$ cat src/hdl/hdlc_status_params.svh
`ifndef HDLC_STATUS_PARAMS_SVH
`define HDLC_STATUS_PARAMS_SVH

// ==========================================================================
// register offsets on the control port
`define STATUS_OFS 8'h86
`define IMASK_OFS 8'h88

// ==========================================================================
// status word bit positions
`define B_TX_END 0
`define B_TX_LOW 2
`define B_RX_HIGH 4
`define B_RX_START 5
`define B_RX_END 6
`define B_TX_UNDR 7
`define B_TX_LVL_LO 8
`define B_TX_LVL_HI 11
`define B_TX_EMPTY 12
`define B_RX_OVR 13
`define B_RX_EMPTY 14
`define B_RX_ABT 15

// ==========================================================================
// masks and reset values
`define LATCH_BITS 16'hA0E1
`define IRQ_BITS 16'hA0F5
`define IMASK_RESET 16'h0000
`define RDATA_RESET 16'h0000

// ==========================================================================
// fifo geometry and watermark thresholds
`define WM_BASE 16
`define WM_STEP 32
`define TX_FIFO_DEPTH 256
`define LEVEL_SHIFT 4
`define LEVEL_MAX 4'hF

`endif

$ cat src/hdl/hdlc_status_pkg.sv
`default_nettype none

package hdlc_status_pkg;
  // re-arm state of a once-per-occurrence event
  typedef enum logic [1:0] {
    ARM_READY = 2'b01,
    ARM_SPENT = 2'b10
  } arm_e;

  typedef logic [15:0] status_word_t;
endpackage : hdlc_status_pkg

`default_nettype wire

$ cat src/hdl/hdlc_status_irq.sv
// Function
// - latch tx end on marked fetch or underrun
// - status read clears latched flags and the interrupt they raise
// - interrupt needs flag, bit mask, master enable
// - live flag: tx fifo below low watermark
// - live flag: rx fifo above high watermark
// - latch rx start on opening byte
// - latch rx end on every message finish
// - underrun sends abort, re-armed by write
// - four-bit tx level in 16-byte steps
// - live tx empty bit, never interrupts
// - latch overrun, re-armed after fifo read
// - live rx empty bit
// - latch abort only inside a packet
// - no new abort before valid flag
// - rx high threshold 16 plus 32 per code
// - tx fifo holds 256, ignores writes full
`timescale 1ns/1ps
`default_nettype none
`include "hdlc_status_params.svh"

module hdlc_status_irq #(
  parameter int CNT_W = 9 // fifo occupancy width, holds 0..256
) (
  input wire logic ref_clk,                 // 50 MHz system clock
  input wire logic arst_n,                  // async reset, active low
  input wire logic [7:0] bus_addr,          // control port address
  input wire logic bus_rd_stb,              // one-cycle read strobe
  input wire logic bus_wr_stb,              // one-cycle write strobe
  input wire logic [15:0] bus_wdata,        // write data
  output logic [15:0] bus_rdata_q,          // read data, held until next read
  input wire logic master_hdlc_irq_en,      // hdlc enable of master mask
  input wire logic [2:0] tx_low_mark_sel,   // tx low watermark code
  input wire logic [2:0] rx_high_mark_sel,  // rx high watermark code
  input wire logic tx_byte_fetch,           // transmitter takes a byte
  input wire logic tx_message_end_mark,     // fetched byte ends message
  input wire logic tx_fifo_dry,             // tx fifo ran dry mid packet
  input wire logic tx_fifo_wr,              // host writes tx fifo
  input wire logic [CNT_W-1:0] tx_fifo_count, // tx fifo bytes held
  input wire logic rx_open_byte,            // opening byte detected
  input wire logic rx_msg_end,              // message finished, any status
  input wire logic rx_overrun,              // rx fifo overrun
  input wire logic rx_fifo_rd,              // host reads rx fifo
  input wire logic [CNT_W-1:0] rx_fifo_count, // rx fifo bytes held
  input wire logic rx_ones_run7,            // seven ones in a row seen
  input wire logic rx_in_packet,            // receiver inside a packet
  input wire logic rx_flag_seen,            // valid flag sequence seen
  output logic irq_q,                       // interrupt, active high
  output logic tx_send_abort_q,             // pulse: send abort now
  output logic tx_fifo_full_q               // tx fifo at capacity
);
  localparam logic [15:0] LATCH_MASK = `LATCH_BITS;
  localparam logic [15:0] IRQ_MASK = `IRQ_BITS;
  localparam logic [CNT_W-1:0] TX_DEPTH = CNT_W'(`TX_FIFO_DEPTH);

  // ==========================================================================
  // decoding helpers
  function automatic logic [CNT_W-1:0] wm_thresh(input logic [2:0] sel);
    wm_thresh = CNT_W'(`WM_BASE + `WM_STEP * int'(sel));
  endfunction : wm_thresh

  function automatic hdlc_status_pkg::arm_e next_arm(
    input hdlc_status_pkg::arm_e cur,
    input logic fire,
    input logic rearm
  );
    case (cur)
      hdlc_status_pkg::ARM_READY: begin
        next_arm = fire ? hdlc_status_pkg::ARM_SPENT : cur;
      end
      hdlc_status_pkg::ARM_SPENT: begin
        next_arm = rearm ? hdlc_status_pkg::ARM_READY : cur;
      end
      default: begin
        next_arm = hdlc_status_pkg::ARM_READY;
      end
    endcase
  endfunction : next_arm

  // ==========================================================================
  // re-arm state of underrun, overrun and abort
  hdlc_status_pkg::arm_e udr_arm_q, udr_arm_d;
  hdlc_status_pkg::arm_e ovr_arm_q, ovr_arm_d;
  hdlc_status_pkg::arm_e abt_arm_q, abt_arm_d;
  logic udr_fire, ovr_fire, abt_fire, tx_wr_taken;

  always_comb begin
    tx_wr_taken = tx_fifo_wr && (tx_fifo_count < TX_DEPTH);
    udr_fire = tx_fifo_dry && (udr_arm_q == hdlc_status_pkg::ARM_READY);
    ovr_fire = rx_overrun && (ovr_arm_q == hdlc_status_pkg::ARM_READY);
    abt_fire = rx_ones_run7 && rx_in_packet &&
               (abt_arm_q == hdlc_status_pkg::ARM_READY);
    udr_arm_d = next_arm(udr_arm_q, udr_fire, tx_wr_taken);
    ovr_arm_d = next_arm(ovr_arm_q, ovr_fire, rx_fifo_rd);
    abt_arm_d = next_arm(abt_arm_q, abt_fire, rx_flag_seen);
  end

  always_ff @(posedge ref_clk or negedge arst_n) begin
    if (!arst_n) begin
      udr_arm_q <= hdlc_status_pkg::ARM_READY;
      ovr_arm_q <= hdlc_status_pkg::ARM_READY;
      abt_arm_q <= hdlc_status_pkg::ARM_READY;
    end else begin
      udr_arm_q <= udr_arm_d;
      ovr_arm_q <= ovr_arm_d;
      abt_arm_q <= abt_arm_d;
    end
  end

  // ==========================================================================
  // latched event flags
  logic status_read, mask_read, mask_write;
  logic [15:0] latch_set, flag_q;

  always_comb begin
    status_read = bus_rd_stb && (bus_addr == `STATUS_OFS);
    mask_read = bus_rd_stb && (bus_addr == `IMASK_OFS);
    mask_write = bus_wr_stb && (bus_addr == `IMASK_OFS);
    latch_set = '0;
    latch_set[`B_TX_END] = (tx_byte_fetch && tx_message_end_mark) || udr_fire;
    latch_set[`B_RX_START] = rx_open_byte;
    latch_set[`B_RX_END] = rx_msg_end;
    latch_set[`B_TX_UNDR] = udr_fire;
    latch_set[`B_RX_OVR] = ovr_fire;
    latch_set[`B_RX_ABT] = abt_fire;
  end

  genvar gi;
  generate
    for (gi = 0; gi < 16; gi++) begin : g_flag
      if (LATCH_MASK[gi]) begin : g_latch
        event_flag u_flag (
          .ref_clk(ref_clk),
          .arst_n(arst_n),
          .set(latch_set[gi]),
          .clr(status_read),
          .q(flag_q[gi])
        );
      end else begin : g_none
        assign flag_q[gi] = 1'b0;
      end
    end
  endgenerate

  // ==========================================================================
  // live status and the assembled word
  hdlc_status_pkg::status_word_t status_w;

  always_comb begin
    status_w = flag_q;
    status_w[`B_TX_LOW] = tx_fifo_count < wm_thresh(tx_low_mark_sel);
    status_w[`B_RX_HIGH] = rx_fifo_count > wm_thresh(rx_high_mark_sel);
    status_w[`B_TX_LVL_HI:`B_TX_LVL_LO] =
      (tx_fifo_count >= TX_DEPTH) ? `LEVEL_MAX :
      4'(tx_fifo_count >> `LEVEL_SHIFT);
    status_w[`B_TX_EMPTY] = (tx_fifo_count == '0);
    status_w[`B_RX_EMPTY] = (rx_fifo_count == '0);
  end

  // ==========================================================================
  // mask register, read port and outputs
  logic [15:0] mask_q, mask_d, rdata_d;
  logic irq_d, abort_d, full_d;

  always_comb begin
    // level and empty bits cannot be unmasked
    mask_d = mask_write ? (bus_wdata & IRQ_MASK) : mask_q;
    if (status_read) begin
      rdata_d = status_w;
    end else if (mask_read) begin
      rdata_d = mask_q;
    end else if (bus_rd_stb) begin
      rdata_d = '0;
    end else begin
      rdata_d = bus_rdata_q;
    end
    irq_d = master_hdlc_irq_en && |(status_w & mask_q & IRQ_MASK);
    abort_d = udr_fire;
    full_d = tx_fifo_count >= TX_DEPTH;
  end

  always_ff @(posedge ref_clk or negedge arst_n) begin
    if (!arst_n) begin
      mask_q <= `IMASK_RESET;
      bus_rdata_q <= `RDATA_RESET;
      irq_q <= 1'b0;
      tx_send_abort_q <= 1'b0;
      tx_fifo_full_q <= 1'b0;
    end else begin
      mask_q <= mask_d;
      bus_rdata_q <= rdata_d;
      irq_q <= irq_d;
      tx_send_abort_q <= abort_d;
      tx_fifo_full_q <= full_d;
    end
  end

  // ==========================================================================
  // checks
  tx_end_set_a: assert property (
    @(posedge ref_clk) disable iff (!arst_n)
    (tx_byte_fetch && tx_message_end_mark) |=> flag_q[`B_TX_END])
    else $error("tx end flag not set after marked fetch");

  read_clears_a: assert property (
    @(posedge ref_clk) disable iff (!arst_n)
    (status_read && !rx_msg_end) |=> !flag_q[`B_RX_END])
    else $error("rx end flag survived a status read");

  irq_gate_a: assert property (
    @(posedge ref_clk) disable iff (!arst_n)
    (!master_hdlc_irq_en || mask_q == '0) |=> !irq_q)
    else $error("interrupt raised while masked");

  low_mark_a: assert property (
    @(posedge ref_clk) disable iff (!arst_n)
    (status_read && tx_fifo_count == '0) |=> bus_rdata_q[`B_TX_LOW])
    else $error("empty tx fifo not below low watermark");

  high_mark_a: assert property (
    @(posedge ref_clk) disable iff (!arst_n)
    (status_read && rx_fifo_count == '0) |=> !bus_rdata_q[`B_RX_HIGH])
    else $error("empty rx fifo reported above high watermark");

  underrun_abort_a: assert property (
    @(posedge ref_clk) disable iff (!arst_n)
    (tx_fifo_dry && udr_arm_q == hdlc_status_pkg::ARM_READY) |=>
    (tx_send_abort_q && flag_q[`B_TX_UNDR] && flag_q[`B_TX_END]))
    else $error("underrun did not abort and latch");

  level_full_a: assert property (
    @(posedge ref_clk) disable iff (!arst_n)
    (status_read && tx_fifo_count == TX_DEPTH) |=>
    (bus_rdata_q[`B_TX_LVL_HI:`B_TX_LVL_LO] == 4'hF &&
     !bus_rdata_q[`B_TX_EMPTY]))
    else $error("full tx fifo level misreported");

  abort_quiet_a: assert property (
    @(posedge ref_clk) disable iff (!arst_n)
    (!flag_q[`B_RX_ABT] && !(rx_ones_run7 && rx_in_packet)) |=>
    !flag_q[`B_RX_ABT])
    else $error("abort flag set outside a packet");

  abort_hold_a: assert property (
    @(posedge ref_clk) disable iff (!arst_n)
    (abt_arm_q == hdlc_status_pkg::ARM_SPENT && !rx_flag_seen) |=>
    (abt_arm_q == hdlc_status_pkg::ARM_SPENT && !$rose(flag_q[`B_RX_ABT])))
    else $error("abort re-armed without a flag");

  set_wins_a: assert property (
    @(posedge ref_clk) disable iff (!arst_n)
    (status_read && rx_open_byte) |=>
    (flag_q[`B_RX_START] && bus_rdata_q == $past(status_w)))
    else $error("event lost or read data not pre-clear");
endmodule : hdlc_status_irq

`default_nettype wire

$ cat src/hdl/event_flag.sv
`timescale 1ns/1ps
`default_nettype none

// ==========================================================================
// sticky event bit, cleared by a read; a set in the clear cycle wins
module event_flag (
  input wire logic ref_clk, // system clock
  input wire logic arst_n,  // async reset, active low
  input wire logic set,     // event pulse
  input wire logic clr,     // clear pulse
  output logic q            // flag state
);
  logic q_d;

  always_comb begin
    q_d = set | (q & ~clr);
  end

  always_ff @(posedge ref_clk or negedge arst_n) begin
    if (!arst_n) begin
      q <= 1'b0;
    end else begin
      q <= q_d;
    end
  end
endmodule : event_flag

`default_nettype wire

$ cat config.mk
export PLATFORM = sky130hd
export DESIGN_NAME = hdlc_status_irq
export DESIGN_NICKNAME = d
export VERILOG_FILES = /design/src/hdl/hdlc_status_pkg.sv /design/src/hdl/hdlc_status_irq.sv /design/src/hdl/event_flag.sv
export VERILOG_INCLUDE_DIRS = /design/src /design/src/hdl
export SDC_FILE = /design/constraint.sdc
export NUM_CORES = 1
export LEC_CHECK = 0
export ABC_AREA = 1
export BUFFER_PORTS_ARGS = -buffer_cell sky130_fd_sc_hd__buf_2
export CORE_MARGIN = 1.5
export CORE_UTILIZATION = 45
export CTS_CLUSTER_DIAMETER = 30
export DETAILED_ROUTE_END_ITERATION = 7
export GPL_TIMING_DRIVEN = 0
export PLACE_DENSITY_LB_ADDON = 0.05
export SYNTH_ARGS = -nofsm -noshare
export SYNTH_HDL_FRONTEND = slang
export SYNTH_SLANG_ARGS = --single-unit
$ cat constraint.sdc
create_clock -name ref_clk -period 1.6 [get_ports ref_clk]
set_clock_uncertainty 0.2 [all_clocks]
set_input_delay 0.08 -clock ref_clk [delete_from_list [all_inputs] [get_ports ref_clk]]
set_output_delay 0.08 -clock ref_clk [all_outputs]
set_load 0.005 [all_outputs]
# Word level (Yosys, flattened, before mapping)
# Cells that the tools add are included.
# Widths: inputs -> output; s select.
[totals]
reg_bits = 39
in_bits = 64
output_inout_bits = 19
[classes]
n_addsub = 2
magnitude_cmp = 4
eq_ne = 14
muxes = 13
bitwise = 14
reduce_logical = 18
[op_table]
columns = ["cell", "n"]
rows = [
  ["$mux 16", 3],
  ["$add 5x8->9 const A", 2],
  ["$logic_not 9->1", 2],
  ["$and 16x16->16", 1],
  ["$eq 8x8->1 const B", 2],
  ["$mux 2", 6],
  ["$pmux 2 s2", 3],
  ["$logic_and 1x1->1", 10],
  ["$ge 9x9->1 const B", 1],
  ["$gt 9x9->1", 1],
  ["$lt 9x9->1", 1],
  ["$lt 9x9->1 const B", 1],
  ["$ne 2x2->1 const B", 4],
  ["$reduce_or 8->1", 1],
  ["$and 1x1->1", 6],
  ["$eq 2x1->1 const B", 3],
  ["$eq 2x2->1 const B", 3],
  ["$or 1x1->1", 6],
  ["$reduce_and 2->1", 3],
  ["$mux 4", 1],
  ["$ne 2x1->1 const B", 2],
  ["$reduce_bool 3->1", 1],
  ["$logic_or 1x1->1", 1],
  ["$not 1->1", 1],
]

# Longest topological paths before layout
[logic_depth]
depth_word = 5
mapped_depth = 10

# Cells and area by module
# From an unflattened synthesis, not the netlist that was laid out.
[hier_totals]
cells_unflattened = 239
area_unflattened_um2 = 1928.1
[by_module_without_submodules]
columns = ["module", "n_inst", "cells_per_inst", "area_per_inst_um2", "seq_area_each_um2"]
rows = [
  ["hdlc_status_irq", 1, 209, 1687.9, 779.5],
  ["event_flag", 6, 5, 40.0, 25.0],
]

# Worst setup path before layout
# OpenSTA, ideal clock, no wires.
[synth_path]
path_type = "reg2reg"
from = "register abt_arm_q[0]"
to = "register abt_arm_q[1]"
setup_time_ps = 64
arrival_time_ps = 976
required_time_ps = 1336
setup_slack_ps = 360
stages_incl_launch_ff = 6
period_less_slack_ps = 1240
cell_sequence = "dfstp_2 -> inv_1 -> or2_2 -> nor2_1 -> a31oi_1 -> inv_1"
[synth_between]
elab_chain_cells = 4
word_cells_on_any_way = 7
[synth_rtl]
columns = ["item", "line", "rtl"]
rows = [
  ["from (decl)", "hdlc_status_irq.sv:84", "hdlc_status_pkg::arm_e abt_arm_q, abt_arm_d;"],
  ["from (signal assigned)", "hdlc_status_irq.sv:102", "abt_arm_q <= hdlc_status_pkg::ARM_READY;"],
  ["from (signal assigned)", "hdlc_status_irq.sv:106", "abt_arm_q <= abt_arm_d;"],
  ["$eq 2x1->1", "hdlc_status_irq.sv:67, hdlc_status_irq.sv:92", ""],
  ["$logic_and 1x1->1", "hdlc_status_irq.sv:91", "abt_fire = rx_ones_run7 && rx_in_packet &&"],
  ["$ne 2x1->1 (no source line)", "--", ""],
  ["$reduce_and 2->1 (no source line)", "--", ""],
]
# Parallel ways exist; a longest one is shown, timed or not.
# A chain may end at the register's enable or synchronous reset.

# Worst setup path in the final report
[layout_path]
from = "input rx_fifo_count[5]"
to = "register irq_q"
[layout_between]
elab_chain_cells = 4
[layout_rtl]
columns = ["item", "line", "rtl"]
rows = [
  ["from (decl)", "hdlc_status_irq.sv:44", "input wire logic [CNT_W-1:0] rx_fifo_count,"],
  ["$gt 9x9->1", "hdlc_status_irq.sv:152", "status_w[`B_RX_HIGH] = rx_fifo_count > wm_thresh(rx_high_mark_sel);"],
  ["$and 16x16->16", "hdlc_status_irq.sv:177", "irq_d = master_hdlc_irq_en && |(status_w & mask_q & IRQ_MASK);"],
  ["$reduce_or 8->1", "hdlc_status_irq.sv:177", ""],
  ["$logic_and 1x1->1", "hdlc_status_irq.sv:177", ""],
  ["via irq_d", "hdlc_status_irq.sv:163", "logic irq_d, abort_d, full_d;"],
  ["to (signal assigned)", "hdlc_status_irq.sv:192", "irq_q <= irq_d;"],
  ["to (decl)", "hdlc_status_irq.sv:48", "output logic irq_q,"],
]
# The timed path passes the listed nets, and every way through them passes these cells.

==> summary.md <==
| Metric | Value |
|---|---|
| Pre-Repair DR Iteration Count | 4 |
| Fillers | around 340 |
| Gpl congestion | 0.820 |
| Clk pwr share | 0.377 |
| CTS buffer count | 5 |
| Vias in the first global route | ~1.8k |
| Multi-input gate area | ~750 um2 |
| Share of cells above drive strength 1 | 0.277 |
| # placed instances | 350 |
| Worst Setup Slack, final | approximately 0.062 ns |
| Cells on worst reg2reg path | 5 |
| H-tree depth | 2 |
| Number of antenna violations at the first check in global routing | 0 |
| Crit path time final | around 1.5 ns |
| Bufs and invs on worst path | 2 |
| Place WS | 0.197 ns |
| Die area | roughly 4500 um2 |
| Crit path depth | 10 |
| Endpoints failing hold | 0 |
| Synth cell count leaders | 76 x nand2_1, 34 x dfrtp_1, 34 x inv_1 |
| Gr usage total | 0.226 |
| CTS tree | yes |
| Hold Crit Depth | 5 |
| WHS Endpoint | bus_rdata_q[5]$_DFFE_PN0P_ |
| Slew headroom | 0.460 |
| Clk pin slew, worst setup/hold paths | 0.08 ns |
| Synth warn | 0 |
| Nets | ~420 |
| Routed WL | roughly 4600 um |
| Clk root buf | clkbuf_8 |
| R2R Setup Slk | 0.31 ns |
| Worst R2R End | abt_arm_q[1]$_DFFE_PN0P_ |
| #FFs+latches synth | 37 |
| Post-synth EDFFs | 0 |
| CP Class | primary input to flop |
| Worst Hold Launch | bus_addr[7] |
| Starting Density | 0.463 |
| Clock insertion delay at the later pin of the skew report | 0.28 ns |
| FP Rows | 23 |
| Pleak | approximately 1.6 nW |
| Synth Instances | around 230 |
| Crit path DAT | between 1.5 and 2 ns |
| Final setup vio count | 0 |
| Biggest area consumer among synthesized cells | dfrtp_1 |
| Vias/cell | roughly 4.6 |
| Seq/Total Area, Yosys | 0.506 |
| Cell mode on critical path | nor2_1 |
| Slowest stage delay, CP | around 0.53 ns |
| Combinational Power Share | 0.159 |
| Port bufs | 72 |
| Final Non-Filler Cells | 397 |
| HP Class | primary input to flop |
| Top_reg_cell synth | dfrtp_1 |
| Post-route ant nets | 0 |
| Clock Path Buffers | 2 |
| Vias after detailed routing | ~1.8k |
| Ports | 83 |
| Seq pwr share | 0.464 |
| Syn avg cell area | a little over 8 um2 |
| Status | completed |
| Largest net degree at the start of global routing | 38 |
| Placeable Area | 3970 um2 |
| Cell Pwr Density | 804 nW/um2 |
| TNS Setup | 0 ns |
| Register area | 930 um2 |
| Power Total | between 2 and 2.5 mW |
| CP max-delay cell | dlygate4sd3_1 |
| Synth top area cells | dfrtp_1 46%, nand2_1 16%, inv_1 6.9% |
| Synth-to-layout area growth | 51.7% |
| Internal | approximately 1.7 mW |
| DP HPWL | ~3000 um |
| Critical path launch point type | primary input |
| Crit end category | flop |
| First-pass GRT wire length | 7570 um |
| R2R Path Start | abt_arm_q[0]$_DFFE_PN1P_ |
| Worst path required time | about 1.6 ns |
| Async S/R FF share, synth | 1.00 |
| DR DRC count | 0 |
| Switching Fraction | 0.241 |
| Least-Margin Pin Slew | just over 0.8 ns |
| Synthesized area | roughly 1800 um2 |
| Top-count cell post-synth | nand2_1 |
| Max VDD drop | roughly 0.0007 V |
| Max-slew violations | 0 |
| Synth top area share | 0.463 |
| RSZ-0062 raised after global routing | yes |
| Drt wl/cell | around 12 um |
| Iter 0 DRT Violations | 132 |
| Synth unique cells | 26 |
| Die width | approximately 67 um |
| Max-Cap Viols | 0 |
| Global route total overflow | 0 |
| Cells along the critical path | dlygate4sd3_1, buf_2, ha_1, nand2_1, nor2_1, nand3_1, nand2_1, nor2_1, nor2_1, nor2_1 |
| Antenna cell count | 0 |
| Die H | roughly 67 um |
| Cell family with the largest share of critical-path delay | buffers and inverters |
| Final Cycle Share | 0.961 |
| Switch Pwr | 0.539 mW |
| CP max FO | 2 |
| TritonCTS Sinks | 37 |
| Fmax | around 650 MHz |
[cell usage in the layout, fill, tap and decap left out]
master and n:
nand2_1 76, buf_2 71, dlygate4sd3_1 40, inv_1 34, dfrtp_1 34, nand3_1 15, nor2_1 15, o21ai_0 14
ha_1 6, clkbuf_8 6, nand4_1 4, nor2_4 3, nor4_1 3, dfstp_2 3, nand3_2 2, a21o_1 2
buf_4 2, conb_1 2, clkbuf_1 1, nor2_2 1, nor3_4 1, inv_2 1, or2_2 1, buf_6 1
a31oi_1 1, a211oi_1 1, or3_1 1, nand3b_2 1, o21ai_1 1, clkbuf_2 1, nand3b_1 1, bufinv_16 1
clkinvlp_4 1
[worst min-delay path: stages]
cell     delay, ns
buf_2         0.11
nand3_2       0.09
nor2_4        0.06
nand2_1       0.05
nand3_1       0.06
[power by group through the flow]
stage	Combinational (mW)	Clock, mW	Sequential, mW
after global placement	0.275	0	1.06
after detailed placement	0.280	0	1.06
final	0.356	0.845	1.04
after global routing	0.409	0.900	1.05
after floorplan	0.139	0	1.05
after CTS	0.356	0.864	1.04
[sequential cells by signal, indices dropped and copies added (netlist names)]
| signal | flops |
|---|---|
| irq_q | 1 |
| mask_q | 8 |
| ovr_arm_q | 2 |
| abt_arm_q | 2 |
| tx_fifo_full_q | 1 |
| tx_send_abort_q | 1 |
| g_flag.g_latch.u_flag.q | 6 |
| udr_arm_q | 2 |
| bus_rdata_q | 14 |
[layer usage]
metal	vias up	part of all wire	track usage
met5	-	0	0
met4	0	0.015	0.0791
met3	7	0.046	0.0422
met2	46	0.52	0.414
met1	846	0.42	0.262
li1	942	-	-
[logic make-up after synthesis]
group | Yosys count | share of synthesized area
AO/OA/AOI/OAI | 19 | 0.0565
adder cells (fa/ha/maj) | 6 | 0.0408
buffers and inverters | 40 | 0.0899
flip-flops | 37 | 0.506
other | 1 | 0.00204
AND/OR/NAND/NOR | 124 | 0.305
[through the flow]
step	utilization	area, um2	hold slack [ns]
finish	0.702	2790	0.0142
global route	0.702	2790	0.0354
floorplan	-	1840	-0.416
CTS	0.701	2790	0.0104
global placement	0.570	2260	0.0272
detailed placement	0.570	2260	0.0246
[how the worst max path moves through the flow]
| stage | from | to |
|---|---|---|
| after global routing | rx_fifo_count[5] | irq_q$_DFF_PN0_ |
| after CTS | tx_fifo_count[7] | irq_q$_DFF_PN0_ |
| after global placement | rx_high_mark_sel[2] | irq_q$_DFF_PN0_ |
| final | rx_fifo_count[5] | irq_q$_DFF_PN0_ |
| after floorplan | abt_arm_q[0]$_DFFE_PN1P_ | abt_arm_q[1]$_DFFE_PN0P_ |
| after detailed placement | bus_addr[0] | mask_q[4]$_DFFE_PN0P_ |
[timing repair]
action | CTS | global route
hold buffers | 40 | 0
setup endpoints to repair | 0 | 11
buffers inserted | 0 | 0
resized for setup | 0 | 4
endpoints found under the hold margin | 64 | 0
[area by class of cell]
class	count	area share
clock buffers	6	0.0296
clock inverters	2	0.0135
flip-flops and latches	37	0.333
plain buffers	5	0.0126
inverters	35	0.0471
well taps	50	0.0224
multi-input cells	151	0.271
repair buffers	111	0.271
Note: power is estimated with default switching activity, not from simulation.
